--- src/logic/pwr_seq_pkg.sv ---
// Shared constants and types of the dual rail power sequencer.
package pwr_seq_pkg;
  localparam int CLK_MHZ = 25;
  localparam int SLEW_MV_PER_US = 3;
  localparam int STEP_CYCLES = CLK_MHZ / SLEW_MV_PER_US;
  localparam int PG_DELAY_US = 100;
  localparam int PG_DELAY_CYCLES = PG_DELAY_US * CLK_MHZ;
  localparam int CROSS_DELAY_US = 5;
  localparam int CROSS_DELAY_CYCLES = CROSS_DELAY_US * CLK_MHZ;
  localparam int VID_READY_MS = 2;
  localparam int VID_READY_CYCLES = VID_READY_MS * 1000 * CLK_MHZ;
  localparam logic [11:0] BOOT_MV_00 = 12'h044C;
  localparam logic [11:0] BOOT_MV_01 = 12'h03E8;
  localparam logic [11:0] BOOT_MV_10 = 12'h0384;
  localparam logic [11:0] BOOT_MV_11 = 12'h0320;
  localparam logic [11:0] ZERO_MV = 12'h0000;
  localparam logic [7:0] ADDR_STATUS = 8'h00;
  localparam logic [7:0] ADDR_COMMAND = 8'h04;
  localparam logic [7:0] ADDR_REFS = 8'h08;
  localparam int CMD_CORE_BIT = 16;
  localparam int CMD_NB_BIT = 17;
  localparam logic [31:0] COMMAND_RESET = 32'h0000_0000;

  typedef enum logic [3:0] {
    ST_OFF = 4'b0001,
    ST_START = 4'b0010,
    ST_RUN = 4'b0100,
    ST_STOP = 4'b1000
  } seq_state_t;

  typedef struct packed {
    logic ov;
    logic uv;
    logic oc;
  } trip_t;

  typedef struct packed {
    logic valid;
    logic write;
    logic [7:0] addr;
  } bus_req_t;
endpackage

--- src/logic/dual_rail_power_sequencer.sv ---
// Sequencing, boot code latch, power good and register slave of a dual rail controller.
//
// Our own choices: register access over AHB-Lite and the register addresses.
`timescale 1ns/1ps
module dual_rail_power_sequencer
  import pwr_seq_pkg::*;
#(
  parameter int VID_READY_COUNT = VID_READY_CYCLES
)
(
  input wire logic REF_CLK,
  input wire logic RST,
  input wire logic BIAS_ABOVE_UVLO,
  input wire logic DRIVER_SUPPLY_OK,
  input wire logic ENABLE_IN,
  input wire logic PLATFORM_POWER_OK,
  input wire logic SERIAL_VID_CLOCK,
  input wire logic SERIAL_VID_DATA,
  input wire trip_t CORE_TRIP,
  input wire trip_t NB_TRIP,
  input wire logic CORE_ABOVE_PG,
  input wire logic NB_ABOVE_PG,
  input wire logic CORE_SENSE_LOW,
  input wire logic NB_SENSE_LOW,
  input wire logic HSEL,
  input wire logic [31:0] HADDR,
  input wire logic [1:0] HTRANS,
  input wire logic HWRITE,
  input wire logic [2:0] HSIZE,
  input wire logic [31:0] HWDATA,
  input wire logic HREADY,
  output logic [31:0] HRDATA,
  output logic HREADYOUT,
  output logic HRESP,
  output logic [11:0] CORE_REF_MV,
  output logic [11:0] NB_REF_MV,
  output logic CORE_SWITCH_EN,
  output logic NB_SWITCH_EN,
  output logic FORCE_CCM,
  output logic SERIAL_VID_RUN,
  output logic VID_TRANSITION_DONE,
  output logic CORE_POWER_GOOD_O,
  output logic CORE_POWER_GOOD_OE_N,
  output logic NB_POWER_GOOD_O,
  output logic NB_POWER_GOOD_OE_N,
  output logic TELEMETRY_LINE_O,
  output logic TELEMETRY_LINE_OE_N
);

  // ****************************************
  // Power ready and input synchronisers
  // ****************************************
  logic power_ready;
  logic rst_int;
  logic en_meta, en_sync, en_prev;
  logic pok_meta, pok_sync, pok_prev;
  logic en_rise, pok_rise, pok_fall;

  assign power_ready = BIAS_ABOVE_UVLO & DRIVER_SUPPLY_OK;
  // Losing power-ready resets all but the register slave, which only RST clears.
  assign rst_int = RST | ~power_ready;

  always_ff @(posedge REF_CLK)
  begin
    if (rst_int)
    begin
      en_meta <= 1'b0;
      en_sync <= 1'b0;
      en_prev <= 1'b0;
      pok_meta <= 1'b0;
      pok_sync <= 1'b0;
      pok_prev <= 1'b0;
    end
    else
    begin
      en_meta <= ENABLE_IN;
      en_sync <= en_meta;
      en_prev <= en_sync;
      pok_meta <= PLATFORM_POWER_OK;
      pok_sync <= pok_meta;
      pok_prev <= pok_sync;
    end
  end

  assign en_rise = en_sync & ~en_prev;
  assign pok_rise = pok_sync & ~pok_prev;
  assign pok_fall = ~pok_sync & pok_prev;

  // ****************************************
  // Sequencer state
  // ****************************************
  seq_state_t state, next_state;
  logic [11:0] boot_mv;
  logic [1:0] boot_code;
  logic bad_order;
  logic [11:0] core_target, nb_target;
  logic step_tick;
  logic core_at, nb_at;

  assign core_at = CORE_REF_MV == core_target;
  assign nb_at = NB_REF_MV == nb_target;

  always_comb
  begin
    next_state = state;
    case (state)
      ST_OFF:
        if (en_rise && !pok_sync)
          next_state = ST_START;
      ST_START:
        if (!en_sync)
          next_state = ST_STOP;
        else if (core_at && nb_at)
          next_state = ST_RUN;
      ST_RUN:
        if (!en_sync)
          next_state = ST_STOP;
      ST_STOP:
        if (en_rise && !pok_sync)
          next_state = ST_START;
        else if (!CORE_SWITCH_EN && !NB_SWITCH_EN)
          next_state = ST_OFF;
      default:
        next_state = ST_OFF;
    endcase
  end

  always_ff @(posedge REF_CLK)
  begin
    if (rst_int)
      state <= ST_OFF;
    else
      state <= next_state;
  end

  // The code is relatched on every enable rise and cleared by RST or power-ready loss.
  always_ff @(posedge REF_CLK)
  begin
    if (rst_int)
    begin
      boot_code <= 2'b00;
      bad_order <= 1'b0;
    end
    else if (en_rise)
    begin
      boot_code <= {SERIAL_VID_CLOCK, SERIAL_VID_DATA};
      bad_order <= pok_sync;
    end
  end

  always_comb
  begin
    case (boot_code)
      2'b00: boot_mv = BOOT_MV_00;
      2'b01: boot_mv = BOOT_MV_01;
      2'b10: boot_mv = BOOT_MV_10;
      2'b11: boot_mv = BOOT_MV_11;
      default: boot_mv = BOOT_MV_00;
    endcase
  end

  // ****************************************
  // Command interface gating
  // ****************************************
  logic [$clog2(VID_READY_COUNT + 1)-1:0] ready_cnt;
  logic vid_ready;
  logic pok_after_en;

  // Counts from enable; a new enable restarts the wait.
  always_ff @(posedge REF_CLK)
  begin
    if (rst_int || !en_sync)
      ready_cnt <= '0;
    else if (!vid_ready)
      ready_cnt <= ready_cnt + 1'b1;
  end
  assign vid_ready = ready_cnt == ($clog2(VID_READY_COUNT + 1))'(VID_READY_COUNT);

  always_ff @(posedge REF_CLK)
  begin
    if (rst_int || !en_sync)
      pok_after_en <= 1'b0;
    else if (pok_rise && !bad_order)
      pok_after_en <= 1'b1;
  end

  assign SERIAL_VID_RUN = pok_after_en & pok_sync & vid_ready & (state == ST_RUN);

  // ****************************************
  // Register slave
  // ****************************************
  bus_req_t req;
  logic [31:0] command;
  logic cmd_fire;
  logic core_tripped, nb_tripped;

  assign HREADYOUT = 1'b1;
  assign HRESP = 1'b0;

  always_ff @(posedge REF_CLK)
  begin
    if (RST)
      req <= '0;
    else if (HREADY)
      req <= '{valid: HSEL & HTRANS[1], write: HWRITE, addr: HADDR[7:0]};
  end

  always_ff @(posedge REF_CLK)
  begin
    if (RST)
      HRDATA <= 32'h0000_0000;
    else if (HREADY && HSEL && HTRANS[1] && !HWRITE)
      case (HADDR[7:0])
        ADDR_STATUS:
          HRDATA <= {16'h0000, state, 2'b00, bad_order, SERIAL_VID_RUN,
                     core_tripped, nb_tripped, pok_sync, en_sync, 2'b00, boot_code};
        ADDR_COMMAND: HRDATA <= command;
        ADDR_REFS: HRDATA <= {4'h0, NB_REF_MV, 4'h0, CORE_REF_MV};
        default: HRDATA <= 32'h0000_0000;
      endcase
  end

  // Commands arriving while the interface is stopped are still stored in command but never reach the targets.
  assign cmd_fire = req.valid && req.write && (req.addr == ADDR_COMMAND) && SERIAL_VID_RUN;

  always_ff @(posedge REF_CLK)
  begin
    if (RST)
      command <= COMMAND_RESET;
    else if (req.valid && req.write && req.addr == ADDR_COMMAND)
      command <= HWDATA;
  end

  // ****************************************
  // Reference ramps
  // ****************************************
  logic [$clog2(STEP_CYCLES)-1:0] step_cnt;
  logic core_pend, nb_pend;

  always_ff @(posedge REF_CLK)
  begin
    if (rst_int || step_tick)
      step_cnt <= '0;
    else
      step_cnt <= step_cnt + 1'b1;
  end
  // One millivolt per tick gives the soft-start slew rate.
  assign step_tick = step_cnt == ($clog2(STEP_CYCLES))'(STEP_CYCLES - 1);

  always_ff @(posedge REF_CLK)
  begin
    if (rst_int)
    begin
      core_target <= ZERO_MV;
      nb_target <= ZERO_MV;
    end
    else if (next_state == ST_START || state == ST_START || (state == ST_RUN && pok_fall))
    begin
      core_target <= boot_mv;
      nb_target <= boot_mv;
    end
    else if (state == ST_STOP || next_state == ST_STOP)
    begin
      core_target <= ZERO_MV;
      nb_target <= ZERO_MV;
    end
    else if (cmd_fire)
    begin
      if (HWDATA[CMD_CORE_BIT])
        core_target <= HWDATA[11:0];
      if (HWDATA[CMD_NB_BIT])
        nb_target <= HWDATA[11:0];
    end
  end

  always_ff @(posedge REF_CLK)
  begin
    if (rst_int)
    begin
      CORE_REF_MV <= ZERO_MV;
      NB_REF_MV <= ZERO_MV;
    end
    else if (step_tick)
    begin
      if (CORE_REF_MV < core_target)
        CORE_REF_MV <= CORE_REF_MV + 12'h001;
      else if (CORE_REF_MV > core_target)
        CORE_REF_MV <= CORE_REF_MV - 12'h001;
      if (NB_REF_MV < nb_target)
        NB_REF_MV <= NB_REF_MV + 12'h001;
      else if (NB_REF_MV > nb_target)
        NB_REF_MV <= NB_REF_MV - 12'h001;
    end
  end

  // A new command wins over the completion of the previous one.
  always_ff @(posedge REF_CLK)
  begin
    if (rst_int || state != ST_RUN || pok_fall)
    begin
      core_pend <= 1'b0;
      nb_pend <= 1'b0;
      VID_TRANSITION_DONE <= 1'b0;
    end
    else
    begin
      core_pend <= (cmd_fire && HWDATA[CMD_CORE_BIT]) || (core_pend && !core_at);
      nb_pend <= (cmd_fire && HWDATA[CMD_NB_BIT]) || (nb_pend && !nb_at);
      VID_TRANSITION_DONE <= !cmd_fire && (core_pend || nb_pend)
                             && (!core_pend || core_at) && (!nb_pend || nb_at);
    end
  end

  // ****************************************
  // Switching and conduction mode
  // ****************************************
  always_ff @(posedge REF_CLK)
  begin
    if (rst_int)
    begin
      CORE_SWITCH_EN <= 1'b0;
      NB_SWITCH_EN <= 1'b0;
    end
    else if (next_state == ST_START)
    begin
      CORE_SWITCH_EN <= 1'b1;
      NB_SWITCH_EN <= 1'b1;
    end
    else if (state == ST_STOP)
    begin
      if (CORE_SENSE_LOW && CORE_REF_MV == ZERO_MV)
        CORE_SWITCH_EN <= 1'b0;
      if (NB_SENSE_LOW && NB_REF_MV == ZERO_MV)
        NB_SWITCH_EN <= 1'b0;
    end
  end

  // Continuous conduction is kept for every ramp the sequencer makes itself.
  assign FORCE_CCM = CORE_SWITCH_EN | NB_SWITCH_EN;

  // ****************************************
  // Protection latches and power good
  // ****************************************
  trip_t core_latch, nb_latch;
  logic [$clog2(CROSS_DELAY_CYCLES + 1)-1:0] core_x_cnt, nb_x_cnt;
  logic [$clog2(PG_DELAY_CYCLES + 1)-1:0] pg_cnt;
  logic pg_delay_done, core_pg, nb_pg, core_cross, nb_cross;

  // Enable is not in this reset path, so a low enable keeps the latches.
  always_ff @(posedge REF_CLK)
  begin
    if (rst_int)
    begin
      core_latch <= '0;
      nb_latch <= '0;
    end
    else
    begin
      core_latch <= core_latch | CORE_TRIP;
      nb_latch <= nb_latch | NB_TRIP;
    end
  end
  assign core_tripped = |core_latch;
  assign nb_tripped = |nb_latch;

  always_ff @(posedge REF_CLK)
  begin
    if (rst_int || !core_tripped)
      core_x_cnt <= '0;
    else if (!core_cross)
      core_x_cnt <= core_x_cnt + 1'b1;
    if (rst_int || !nb_tripped)
      nb_x_cnt <= '0;
    else if (!nb_cross)
      nb_x_cnt <= nb_x_cnt + 1'b1;
  end
  assign core_cross = core_x_cnt == ($clog2(CROSS_DELAY_CYCLES + 1))'(CROSS_DELAY_CYCLES);
  assign nb_cross = nb_x_cnt == ($clog2(CROSS_DELAY_CYCLES + 1))'(CROSS_DELAY_CYCLES);

  always_ff @(posedge REF_CLK)
  begin
    if (rst_int || state != ST_RUN || !CORE_ABOVE_PG || !NB_ABOVE_PG)
      pg_cnt <= '0;
    else if (!pg_delay_done)
      pg_cnt <= pg_cnt + 1'b1;
  end
  assign pg_delay_done = pg_cnt == ($clog2(PG_DELAY_CYCLES + 1))'(PG_DELAY_CYCLES);

  always_ff @(posedge REF_CLK)
  begin
    if (rst_int)
    begin
      core_pg <= 1'b0;
      nb_pg <= 1'b0;
    end
    else
    begin
      core_pg <= (core_pg || pg_delay_done) && en_sync && ENABLE_IN && state == ST_RUN
                 && !core_tripped && !(|CORE_TRIP) && !nb_cross;
      nb_pg <= (nb_pg || pg_delay_done) && en_sync && ENABLE_IN && state == ST_RUN
               && !nb_tripped && !(|NB_TRIP) && !core_cross;
    end
  end

  // Open drain: the pin is pulled low while the enable is low.
  assign CORE_POWER_GOOD_O = 1'b0;
  assign NB_POWER_GOOD_O = 1'b0;
  assign CORE_POWER_GOOD_OE_N = core_pg;
  assign NB_POWER_GOOD_OE_N = nb_pg;

  // The telemetry serialiser is outside; the line is held high when it must not run, except in ST_OFF where it is released.
  assign TELEMETRY_LINE_O = 1'b1;
  assign TELEMETRY_LINE_OE_N = SERIAL_VID_RUN | (state == ST_OFF);
endmodule

--- config.mk ---
export PLATFORM = sky130hd
export DESIGN_NAME = dual_rail_power_sequencer
export DESIGN_NICKNAME = d
export VERILOG_FILES = /design/src/logic/pwr_seq_pkg.sv /design/src/logic/dual_rail_power_sequencer.sv
export SDC_FILE = /design/constraint.sdc
export NUM_CORES = 1
export LEC_CHECK = 0
export ABC_AREA = 1
export BUFFER_PORTS_ARGS = -buffer_cell sky130_fd_sc_hd__buf_2
export CAP_MARGIN = 10
export CORE_MARGIN = 1
export CORE_UTILIZATION = 57
export DETAILED_ROUTE_END_ITERATION = 7
export PLACE_DENSITY = 0.84
export SLEW_MARGIN = 20
export SYNTH_ARGS = -nofsm -noshare
export SYNTH_HDL_FRONTEND = slang
export SYNTH_SLANG_ARGS = --single-unit
--- constraint.sdc ---
create_clock -name REF_CLK -period 3.1 [get_ports REF_CLK]
set_input_delay 0.31 -clock REF_CLK [delete_from_list [all_inputs] [get_ports REF_CLK]]
set_output_delay 0.31 -clock REF_CLK [all_outputs]
set_load 0.01 [all_outputs]
* Word level (Yosys, flattened, before mapping)
Index checks and enable logic that the tools add are counted.
** Cells by class
- $add $sub $neg :: 9
- $lt $le $gt $ge :: 4
- Eq/ne operators :: 20
- Multiplexer cells :: 27
- Bitwise gates (word level) :: 17
- Reduce and logical (&&, ||, !) cells :: 91
** Operators with widths (number)
- two-way mux 12 bit :: 12
- case mux 32 bit (3 select lines) :: 1
- case mux 12 bit (4 select lines) :: 1
- adder 12 x 1 -> 12 bit, second input constant :: 3
- logical AND 1 bit :: 32
- == test 12 bit :: 2
- greater-than comparator 12 bit :: 2
- zero test 12 bit :: 2
- < comparator 12 bit :: 2
- two-way mux 4 bit :: 6
- subtractor 12 x 1 -> 12 bit, second input constant :: 2
- zero test 1 bit :: 19
- logical OR 1 bit :: 18
- adder 16 x 1 -> 16 bit, second input constant :: 1
- == test 16 bit, second input constant :: 1
- == test 8 x 3 -> 1 bit, second input constant :: 2
- case mux 4 bit (4 select lines) :: 1
- adder 7 x 1 -> 7 bit, second input constant :: 2
- == test 7 bit, second input constant :: 2
- == test 12 bit, second input constant :: 1
- AND reduction 2 bit :: 6
- OR reduction 3 bit :: 4
- nonzero test 2 bit :: 5
- nonzero test 3 bit :: 3
- other kinds (17) :: 38
** Word-level totals
- Bits in registers :: 194

* Depth between registers and ports, before layout
Gate-level depths: netlist of run 1.
- Word-level depth :: 10
- Depth in mapped cells :: 22

* Worst setup path before layout of run 1
OpenSTA, ideal clock, no wires.
- Path kind :: reg2reg
- Start :: register CORE_REF_MV[7]
- End :: register CORE_REF_MV[9]
- Setup time :: 0.120 ns
- Arrival time :: 2.678 ns
- Data required time :: 2.980 ns
- Slack :: 0.302 ns
- Stages on the path, launching flop included :: 16
- Path buffers :: 0
- Clock period less this slack :: 2.798 ns
- Cell sequence :: dfxtp_1 -> ha_1 -> nand2_1 -> nor2_2 -> nand2_4 -> inv_1 -> nand2_1 -> nand3_1 -> ha_1 -> a21oi_1 -> nand2_1 -> nand2_1 -> nand3_1 -> a21oi_1 -> xor2_1 -> a21oi_1
** Between the ends
- Word-level cells in the longest chain between the ends :: 3
** Ends and longest elaborated chain
- start, declared :: RTL line dual_rail_power_sequencer.sv:35 : output logic [11:0] CORE_REF_MV,
- start signal, assigned :: RTL line dual_rail_power_sequencer.sv:286 : CORE_REF_MV <= CORE_REF_MV + 12'h001;
- start signal, assigned :: RTL line dual_rail_power_sequencer.sv:288 : CORE_REF_MV <= CORE_REF_MV - 12'h001;
- subtractor 12 x 1 -> 12 bit (tied with other cells) :: RTL line dual_rail_power_sequencer.sv:288
- two-way mux 12 bit / nonzero test 2 bit (equally long branches)
- two-way mux 12 bit / AND reduction 2 bit (equally long branches)
Several ways; a longest one is shown, not always the timed one. The select of a mux whose other input is x is not followed.
A chain may end at the register's enable or synchronous reset.

* Worst setup path in the final report of run 1
- Start :: register NB_REF_MV[10]
- End :: register NB_REF_MV[11]
** Between the ends
- Word-level cells in the longest chain between the ends :: 3
** Ends and longest elaborated chain
- start, declared :: RTL line dual_rail_power_sequencer.sv:36 : output logic [11:0] NB_REF_MV,
- start signal, assigned :: RTL line dual_rail_power_sequencer.sv:290 : NB_REF_MV <= NB_REF_MV + 12'h001;
- start signal, assigned :: RTL line dual_rail_power_sequencer.sv:292 : NB_REF_MV <= NB_REF_MV - 12'h001;
- subtractor 12 x 1 -> 12 bit (tied with other cells) :: RTL line dual_rail_power_sequencer.sv:292
- two-way mux 12 bit / nonzero test 2 bit (equally long branches)
- two-way mux 12 bit / AND reduction 2 bit (equally long branches)
Several ways; a longest one is shown, not always the timed one. The select of a mux whose other input is x is not followed.

==> impl_metrics.env, run 1 <==
export IMPL_critPathMostFrequentCell="nor2_1"
export IMPL_cts_max_path_buffers=2
export IMPL_p_seq_share_pct=50.0
export IMPL_die_h_um=135
export IMPL_setup_viol=0
export IMPL_rsz0062_at_grt="no"
export IMPL_synth_seq_cells=194
export IMPL_finalHoldViolCount=0
export IMPL_synthTopCellsByCount="nand2_1, dfxtp_1, inv_1"
export IMPL_power_frac_clock_pct=46.3
export IMPL_place_gp_congestion=0.934
export IMPL_dr_first_iter_drc_count=958
export IMPL_synth_area_leaders="dfxtp_1, nand2_1, a21oi_1"
export IMPL_regArea_um2=3880
export IMPL_endpoint_kind="register"
export IMPL_fmax_mhz=350
export IMPL_grt_ovfl_total=0
export IMPL_synth_top_flop_cell="dfxtp_1"
export IMPL_firstDrtPassIters=5
export IMPL_grt_pass1_wl_mm=43.5
export IMPL_route_detailed_drc=0
export IMPL_finalPower_mw=5.02
export IMPL_synth_top_area_share_pct=38.6
export IMPL_synth_area_per_cell_um2=7.16
export IMPL_powerDensity_nw_per_um2=431
export IMPL_clk_latency_ns=0.45
export IMPL_std_cell_rows=48
export IMPL_core_area_um2=17300
export IMPL_whs_ns=0.0930
export IMPL_internal_power_mw=3.88
export IMPL_yosys_cell_count_top_type="nand2_1"
export IMPL_critPathArrivalTime_ns=3.24
export IMPL_max_stage_delay_ns=0.43
export IMPL_grt_pass1_vias=9170
export IMPL_drive_gt1_share_pct=14.8
export IMPL_grtUsageTotal_pct=30.4
export IMPL_p_comb_share_pct=3.7
export IMPL_fin_cells=1784
export IMPL_ys_seq_area_share_pct=38.6
export IMPL_viasPerCell=5.51
export IMPL_synth_area_leader_cell="dfxtp_1"
export IMPL_grt_max_degree=45
export IMPL_synth_edff_count=0
export IMPL_synth_warnings=0
export IMPL_cp_required_ns=3.49
export IMPL_min_period_ns=2.86
export IMPL_syn_instance_count=1407
export IMPL_path_class="reg -> reg"
export IMPL_final_nets=1691
export IMPL_dieArea_um2=18200
export IMPL_fin_ws_ns=0.243
export IMPL_tns_ns=0
export IMPL_vdd_drop_max_mv=0.370
export IMPL_synth_cell_types=52
export IMPL_antenna_found_initial=5
export IMPL_slew_violations=0
export IMPL_place_worst_setup_slack_ns=0.0433
export IMPL_critical_path_slowest_cell="dfxtp_1"
export IMPL_worstMarginPinSlew_ns=0.997
export IMPL_drt_total_wl_mm=27.1
export IMPL_crit_family="simple AND/OR/NAND/NOR gates"
export IMPL_cts_buffers=17
export IMPL_period_share_pct=92.2
export IMPL_die_w_um=135
export IMPL_start_kind="register"
export IMPL_vias=9826
export IMPL_drtAntennaViolNets=0
export IMPL_path_max_fanout=9
export IMPL_finalClockSkew_ns=0.0122
export IMPL_switchingPower_mw=1.14
export IMPL_place_inst=1747
export IMPL_numPortBuffers=125
export IMPL_clock_sinks=194
export IMPL_slew_headroom_pct=33.5
export IMPL_synth_area_um2=10100
export IMPL_cts_root_buf="clkbuf_16"
export IMPL_r2r_setup_slack_ns=0.24
export IMPL_ios=159
export IMPL_multi_input_area_um2=5280
export IMPL_status="finished clean"
export IMPL_leakagePower_nw=5.33
export IMPL_holdBufCountCts=0
export IMPL_syn_to_final_growth_pct=15.6
export IMPL_path_cells="ha_1, nand2_1, nor2_2, nand2_2, inv_1, nand2_1, nand3_2, buf_4, ha_1, nand2_1, nor2_1, nand2_1, a21oi_1, nor2_1, nand3_1, inv_1, nor2_1, nor2_1, nor2_1"
export IMPL_async_reset_ff_share_pct=0
export IMPL_cts_tree="done"
export IMPL_hold_class="in -> reg"
export IMPL_start_util_pct=58.2
export IMPL_wl_per_cell_um=15.2
export IMPL_crit_buf_inv=3
export IMPL_clkTransAtPathRegs_ns=0.07
export IMPL_p_sw_share_pct=22.8
export IMPL_place_hpwl_mm=19.8
export IMPL_fillers=1446
export IMPL_htree_levels=4
export IMPL_max_cap_violations=0
==> cell families after synthesis <==
group	synth area share, %
AND/OR/NAND/NOR	26.5
AO/OA/AOI/OAI	15.6
buffers and inverters	9.26
flip-flops	38.6
adder cells (fa/ha/maj)	7.61
XOR/XNOR	2.44
other	0.0746
==> metal layers <==
metal | routed length [µm] | vias to the layer above | track usage (%) | share of wire [%]
met5 | 0 | - | 0 | 0
met4 | 991 | 0 | 16.4 | 3.7
li1 | - | 4848 | - | -
met1 | 11500 | 4534 | 38.2 | 42
met3 | 1870 | 71 | 5.89 | 6.9
met2 | 12800 | 373 | 49.2 | 47
==> power by group through the flow <==
stage	sequential, mW	combinational (mW)	clock, mW
final	2.51	0.184	2.33
after global routing	2.51	0.203	2.45
after CTS	2.51	0.181	2.33
after detailed placement	2.57	0.180	0
after global placement	2.57	0.175	0
after floorplan	2.57	0.107	0
==> state kept, by name, indices dropped and copies added (netlist names), 2 cells and up <==
name and cells:
NB_REF_MV 12, core_x_cnt 7, command 32, CORE_REF_MV 12, req 10, state 4
boot_code 2, nb_x_cnt 7, core_target 12, ready_cnt 16, nb_latch 3, pg_cnt 12
step_cnt 3, HRDATA 32, nb_target 12, core_latch 3
==> worst register-to-register path, stage by stage, from the launching register on <==
cell and delay, ns:
dfxtp_1 0.43, ha_1 0.26, nand2_1 0.10, nor2_2 0.07, nand2_2 0.11, inv_1 0.06
nand2_1 0.09, nand3_2 0.14, buf_4 0.22, ha_1 0.39, nand2_1 0.09, nor2_1 0.20
nand2_1 0.08, a21oi_1 0.12, nor2_1 0.06, nand3_1 0.10, inv_1 0.06, nor2_1 0.09
nor2_1 0.04, nor2_1 0.09
==> metrics by stage <==
stage	area (µm²)	util, %
2_1_floorplan	10100	-
6_report	11600	67.3
3_5_place_dp	11000	63.6
5_1_grt	11600	67.3
4_1_cts	11600	67.1
3_3_place_gp	11000	63.6
==> final timing paths <==
kind | cells past startpoint | start | to
max reg2reg | 19 | NB_REF_MV[10]$_SDFFE_PP0P_ | NB_REF_MV[11]$_SDFFE_PP0P_
min reg2reg | 2 | en_meta$_SDFF_PP0_ | en_sync$_SDFF_PP0_
min | 3 | PLATFORM_POWER_OK | pok_meta$_SDFF_PP0_
max | 19 | NB_REF_MV[10]$_SDFFE_PP0P_ | NB_REF_MV[11]$_SDFFE_PP0P_
==> cell type report <==
| cell class | count | share of cell area (%) |
|---|---|---|
| diodes | 5 | 0.107 |
| clock buffers | 20 | 3.84 |
| clock inverters | 12 | 1.46 |
| inverters | 182 | 5.87 |
| multi-input cells | 987 | 45.4 |
| flip-flops and latches | 194 | 33.4 |
| well taps | 225 | 2.42 |
| repair buffers | 159 | 7.57 |
==> layout by cell type (no fill, tap or decap), types with 4 or more instances in the layout <==
master,count
nor2_2,4
nand3_1,101
nand4_1,19
nor4_1,4
diode_2,5
a21o_1,7
dfxtp_1,194
nor3_1,17
clkbuf_16,17
o21ai_1,6
a211oi_1,4
o21ai_0,89
a21oi_1,152
inv_1,178
nor2_1,161
ha_1,58
o22ai_1,9
nand2_2,7
buf_2,125
o21ai_2,5
a31oi_1,4
inv_6,4
nand2_1,267
xor2_1,15
xnor2_1,13
buf_4,34
conb_1,5
==> timing repair <==
item / 4_1_cts / 5_1_grt
resized for setup: 0 / 4
setup endpoints to repair: 0 / 12
setup buffers: 0 / 0
Note: power is estimated with default switching activity, not from simulation.
==> run 2: changes to the inputs <==
Settings changed: SETUP_SLACK_MARGIN set to 0.4.
==> run 2 against run 1 <==
Final cell count increased by 0.95%. Largest power group unchanged. Sequential power about the same. Count of clock-buffer cells in the layout unchanged. Hold slack got worse by 0.014 ns. Sequential cell count unchanged. Sequential share of layout area decreased by 1.8 points. Die area unchanged. First-iteration DRC count increased by 26%. Wire length increased by 14%. Global-route usage increased by 0.56 points.
==> impl_metrics.env, run 2 (synthesis results as in run 1) <==
export IMPL_status="finished clean"
export IMPL_whs_ns=0.0786
export IMPL_drive_gt1_share_pct=22.6
export IMPL_cts_tree="done"
export IMPL_fin_area_um2=12400
export IMPL_core_area_um2=17300
export IMPL_fmax_mhz=347
export IMPL_r2r_end="NB_REF_MV[11]$_SDFFE_PP0P_"
export IMPL_fin_ws_ns=0.221
export IMPL_period_share_pct=92.9
export IMPL_syn_to_final_growth_pct=23.1
export IMPL_grt_pass1_vias=9351
export IMPL_dieArea_um2=18200
export IMPL_fillers=1269
export IMPL_multi_input_area_um2=5900
export IMPL_cts_root_buf="clkbuf_16"
export IMPL_leakagePower_nw=5.48
export IMPL_clk_latency_ns=0.44
export IMPL_crit_path_end="NB_REF_MV[11]$_SDFFE_PP0P_"
export IMPL_hold_class="in -> reg"
export IMPL_final_nets=1709
export IMPL_ios=159
export IMPL_powerDensity_nw_per_um2=395
export IMPL_path_max_fanout=6
export IMPL_antenna_found_initial=5
export IMPL_slew_violations=0
export IMPL_rsz0062_at_grt="no"
export IMPL_grt_pass1_wl_mm=44.4
export IMPL_rr_worst_depth=22
export IMPL_grtUsageTotal_pct=31.0
export IMPL_start_util_pct=58.2
export IMPL_critical_path_slowest_cell="dfxtp_2"
export IMPL_critPathArrivalTime_ns=3.22
export IMPL_r2r_setup_slack_ns=0.22
export IMPL_place_hpwl_mm=19.9
export IMPL_worstMarginPinSlew_ns=0.979
export IMPL_top_regs="HRDATA: 32 flops, command: 32 flops, ready_cnt: 16 flops"
export IMPL_std_cell_rows=48
export IMPL_viasPerCell=5.76
export IMPL_endpoint_kind="register"
export IMPL_regArea_um2=3920
export IMPL_die_h_um=135
export IMPL_firstDrtPassIters=8
export IMPL_clock_sinks=194
export IMPL_route_detailed_drc=0
export IMPL_path_cells="inv_1, ha_1, nand2_1, inv_2, nand2_2, nand2_2, nand2_4, nand3_4, buf_6, ha_4, nand2_2, nand2_1, nand2_1, nand2_2, nand2_2, nand2_1, nor2_1, nand3_1, inv_1, nor2_1, nor2_1, nor2_1"
export IMPL_cp_required_ns=3.44
export IMPL_die_w_um=135
export IMPL_final_common_cell="nand2_1"
export IMPL_drt_total_wl_mm=30.9
export IMPL_place_gp_congestion=0.918
export IMPL_setup_viol=0
export IMPL_finalHoldViolCount=0
export IMPL_place_worst_setup_slack_ns=0.211
export IMPL_clkTransAtPathRegs_ns=0.07
export IMPL_dr_first_iter_drc_count=1211
export IMPL_critPathMostFrequentCell="nand2_2"
export IMPL_max_stage_delay_ns=0.31
export IMPL_max_cap_violations=0
export IMPL_startpoint="nb_target[2]$_SDFFE_PP0P_"
export IMPL_r2r_start="nb_target[2]$_SDFFE_PP0P_"
export IMPL_wl_per_cell_um=17.2
export IMPL_grt_ovfl_total=0
export IMPL_cts_max_path_buffers=2
export IMPL_start_kind="register"
export IMPL_finalClockSkew_ns=0.00990
export IMPL_min_period_ns=2.88
export IMPL_dpl_cell_area_um2=11000
export IMPL_vdd_drop_max_mv=0.425
export IMPL_tns_ns=0
export IMPL_grt_max_degree=42
export IMPL_vias=10400
export IMPL_htree_levels=4
export IMPL_cts_buffers=17
export IMPL_numPortBuffers=125
export IMPL_final_cell_mix="nand2_1, dfxtp_1, inv_1"
export IMPL_slew_headroom_pct=34.7
export IMPL_path_class="reg -> reg"
export IMPL_drtAntennaViolNets=0
[run 2: cell count changes in the layout (fill, tap and decap cells not counted), moves of 11 or more]
cell and delta:
nand2_1 -27, ha_1 -30, dfxtp_2 +11, nand2_2 +20, a21oi_1 -11, buf_4 +14
ha_4 +30, dfxtp_1 -16
[run 2: where the power goes]
| group | switching (mW) | internal (mW) | total, mW |
|---|---|---|---|
| combinational | 0.128 | 0.0706 | 0.199 |
| clock | 1.02 | 1.17 | 2.19 |
| sequential | 0.00772 | 2.50 | 2.51 |
[run 2: worst min-delay path by stage]
| stage | endpoint | cells after the start | startpoint |
|---|---|---|---|
| after floorplan | en_sync$_SDFF_PP0_ | 2 | en_meta$_SDFF_PP0_ |
| after global placement | en_sync$_SDFF_PP0_ | 2 | en_meta$_SDFF_PP0_ |
| after detailed placement | step_cnt[0]$_SDFF_PP0_ | 1 | step_cnt[0]$_SDFF_PP0_ |
| after CTS | pok_meta$_SDFF_PP0_ | 3 | PLATFORM_POWER_OK |
| after global routing | pok_meta$_SDFF_PP0_ | 3 | PLATFORM_POWER_OK |
| final | pok_meta$_SDFF_PP0_ | 3 | PLATFORM_POWER_OK |
[run 2: metrics by stage]
| step | power (mW) | utilization [%] | cells |
|---|---|---|---|
| 2_1_floorplan | 2.67 | - | 1410 |
| 3_5_place_dp | 2.75 | 63.4 | 1743 |
| 5_1_grt | 5.02 | 71.6 | 1801 |
| 6_report | 4.89 | 71.6 | 1801 |
| 3_3_place_gp | 2.74 | 63.4 | 1743 |
| 4_1_cts | 4.88 | 68.1 | 1779 |
[run 2: area by class of cell]
class / count / share of cell area, %
inverter: 182 / 5.51
antenna: 4 / 0.0808
clock buffer: 20 / 3.69
clock inverter: 12 / 0.959
tap: 225 / 2.27
timing repair buffer: 176 / 8.30
multi-input combinational: 988 / 47.6
sequential: 194 / 31.6
[run 2: timing repair]
item | 4_1_cts | 5_1_grt
hold buffers | 0 | 0
resized for setup | 27 | 105
gates cloned | 1 | 0
pin swaps | 0 | 45
buffers inserted | 3 | 18
endpoints found under the setup margin | 16 | 17
[run 2: critical path: cells and delay by family, from the launching register on]
kind / cells / cell delay, ns
simple gates: 16 / 1.54
fa+ha+maj: 2 / 0.55
buf+inv: 4 / 0.40
flops: 1 / 0.31
[run 2: layer usage]
layer,vias up,share of wire [%],GRT usage [%]
li1,4899,-,-
met4,4,4.8,15.7
met1,4745,39,38.1
met5,-,0.074,0
met3,145,8.7,6.64
met2,584,47,51.0
==> run 3: changes to the inputs <==
Settings changed: CORE_MARGIN 1 to 5, GPL_ROUTABILITY_DRIVEN set to 1, SETUP_SLACK_MARGIN 0.4 to 0.05.
==> run 3 against run 2 <==
Sequential cell count unchanged. Maximum frequency rose by 1.5%. Non-clock buffer count is 21 lower. Count of clock-buffer cells in the layout up 2. Hold slack improved by 0.0075 ns. Die area up 12%. Cell area fell by 6.5%. Register-to-register slack improved by 0.04 ns. Sequential power is essentially flat. First-iteration DRC count decreased by 17%. Combinational power fell by 7%. Critical endpoint is now CORE_REF_MV[9]$_SDFFE_PP0P_.
==> impl_metrics.env, run 3 (synthesis results as in run 1) <==
export IMPL_max_cap_violations=0
export IMPL_antenna_found_initial=7
export IMPL_finalHoldViolCount=0
export IMPL_firstDrtPassIters=6
export IMPL_clk_latency_ns=0.44
export IMPL_powerDensity_nw_per_um2=424
export IMPL_dr_first_iter_drc_count=1005
export IMPL_leakagePower_nw=5.29
export IMPL_slew_headroom_pct=32.2
export IMPL_path_class="reg -> reg"
export IMPL_grt_pass1_wl_mm=44.3
export IMPL_final_nets=1687
export IMPL_fin_area_um2=11600
export IMPL_vdd_drop_max_mv=0.398
export IMPL_status="finished clean"
export IMPL_numPortBuffers=125
export IMPL_start_kind="register"
export IMPL_place_worst_setup_slack_ns=0.292
export IMPL_setup_viol=0
export IMPL_routed_top_layer="met4"
export IMPL_place_gp_congestion=0.947
export IMPL_hold_class="in -> reg"
export IMPL_cts_buffers=17
export IMPL_grtUsageTotal_pct=26.8
export IMPL_finalClockSkew_ns=0.0109
export IMPL_vias=9821
export IMPL_syn_to_final_growth_pct=15.1
export IMPL_drive_gt1_share_pct=14.7
export IMPL_slew_violations=0
export IMPL_clock_sinks=194
export IMPL_dpl_cell_area_um2=11000
export IMPL_worstMarginPinSlew_ns=1.02
export IMPL_grt_pass1_vias=9336
export IMPL_cts_root_buf="clkbuf_16"
export IMPL_drt_total_wl_mm=27.6
export IMPL_fmax_mhz=353
export IMPL_path_max_fanout=14
export IMPL_endpoint_kind="register"
export IMPL_rsz0062_at_grt="yes"
export IMPL_ios=159
export IMPL_grt_ovfl_total=0
export IMPL_fin_cells=1782
export IMPL_dieArea_um2=20400
export IMPL_critPathArrivalTime_ns=3.14
export IMPL_min_period_ns=2.83
export IMPL_place_inst=1743
export IMPL_cts_max_path_buffers=2
export IMPL_wl_per_cell_um=15.5
export IMPL_cts_tree="done"
export IMPL_clkTransAtPathRegs_ns=0.07
export IMPL_viasPerCell=5.51
export IMPL_die_w_um=143
export IMPL_wl_met2_mm=13.1
export IMPL_std_cell_rows=48
export IMPL_fin_ws_ns=0.265
export IMPL_period_share_pct=91.4
export IMPL_start_util_pct=58.2
export IMPL_top_regs="HRDATA: 32 flops, command: 32 flops, ready_cnt: 16 flops"
export IMPL_route_detailed_drc=0
export IMPL_core_area_um2=17300
export IMPL_cp_required_ns=3.40
export IMPL_drt_met1_wl_mm=11.5
export IMPL_htree_levels=4
export IMPL_drtAntennaViolNets=0
export IMPL_wl_met3_mm=2.01
export IMPL_grt_max_degree=47
export IMPL_die_h_um=143
export IMPL_final_cell_mix="nand2_1, dfxtp_1, inv_1"
export IMPL_place_hpwl_mm=20.1
export IMPL_final_common_cell="nand2_1"
[run 3: changes by cell type in the layout (fill, tap and decap cells not counted), moves of 7 or more]
| cell | change |
|---|---|
| a21oi_1 | +10 |
| a21oi_2 | -9 |
| buf_4 | -18 |
| dfxtp_1 | +15 |
| dfxtp_2 | -10 |
| ha_1 | +29 |
| ha_4 | -30 |
| inv_1 | +10 |
| inv_2 | -10 |
| nand2_1 | +27 |
| nand2_2 | -20 |
| nand2_4 | -7 |
| nor2_1 | +7 |
[run 3: final cells by class]
| type | instances | area, µm² |
|---|---|---|
| inverters | 182 | 683 |
| repair buffers | 155 | 851 |
| clock buffers | 22 | 464 |
| multi-input cells | 987 | 5280 |
| clock inverters | 10 | 123 |
| fillers | 1450 | 5710 |
| well taps | 225 | 282 |
| flip-flops and latches | 194 | 3880 |
| diodes | 7 | 17.5 |
[run 3: per-stage QoR]
step                hold WS [ns]  total power, mW  TNS (ns)  util (%)
finish                    0.0861             4.91         0      67.0
CTS                       0.0814             4.92         0      66.8
global route               0.114             5.05  -0.00436      67.0
floorplan                  0.394             2.67         0         -
detailed placement         0.401             2.75         0      63.4
global placement           0.400             2.75         0      63.4
[run 3: report_power, final]
part	switching, mW	total (mW)	internal (mW)
logic	0.123	0.186	0.0638
clock network	0.971	2.21	1.24
registers	0.00662	2.51	2.50
[run 3: per-layer routing]
| layer | GRT usage (%) | vias to the layer above |
|---|---|---|
| met4 | 13.0 | 0 |
| met2 | 44.2 | 393 |
| met3 | 4.76 | 80 |
| li1 | - | 4863 |
| met5 | 0 | - |
| met1 | 33.9 | 4485 |
[run 3: worst paths after layout]
kind / startpoint / cells past startpoint / endpoint / slack [ns]
setup reg to reg: core_target[11]$_SDFFE_PP0P_ / 17 / CORE_REF_MV[9]$_SDFFE_PP0P_ / 0.27
hold reg to reg: en_meta$_SDFF_PP0_ / 2 / en_sync$_SDFF_PP0_ / 0.41
setup / recovery: core_target[11]$_SDFFE_PP0P_ / 17 / CORE_REF_MV[9]$_SDFFE_PP0P_ / 0.27
hold / removal: PLATFORM_POWER_OK / 3 / pok_meta$_SDFF_PP0_ / 0.09
[run 3: repair_timing]
action | CTS | global route
resized for setup | 0 | 5
hold buffers | 0 | 0
buffers inserted | 0 | 0
hold endpoints to repair | 0 | 0
setup endpoints to repair | 0 | 5
[run 3: critical path, stage by stage, from the launching register on]
cell and delay [ns]:
dfxtp_1 0.34, inv_1 0.05, ha_1 0.30, nand2_2 0.08, nor2_4 0.14, nand2_4 0.08, inv_1 0.06, nand2_1 0.07
nand3_1 0.07, buf_4 0.21, ha_1 0.34, a21oi_2 0.20, nand2_1 0.14, nand2_1 0.09, nand3_1 0.10, a21oi_1 0.19
xor2_1 0.17, a21oi_1 0.08
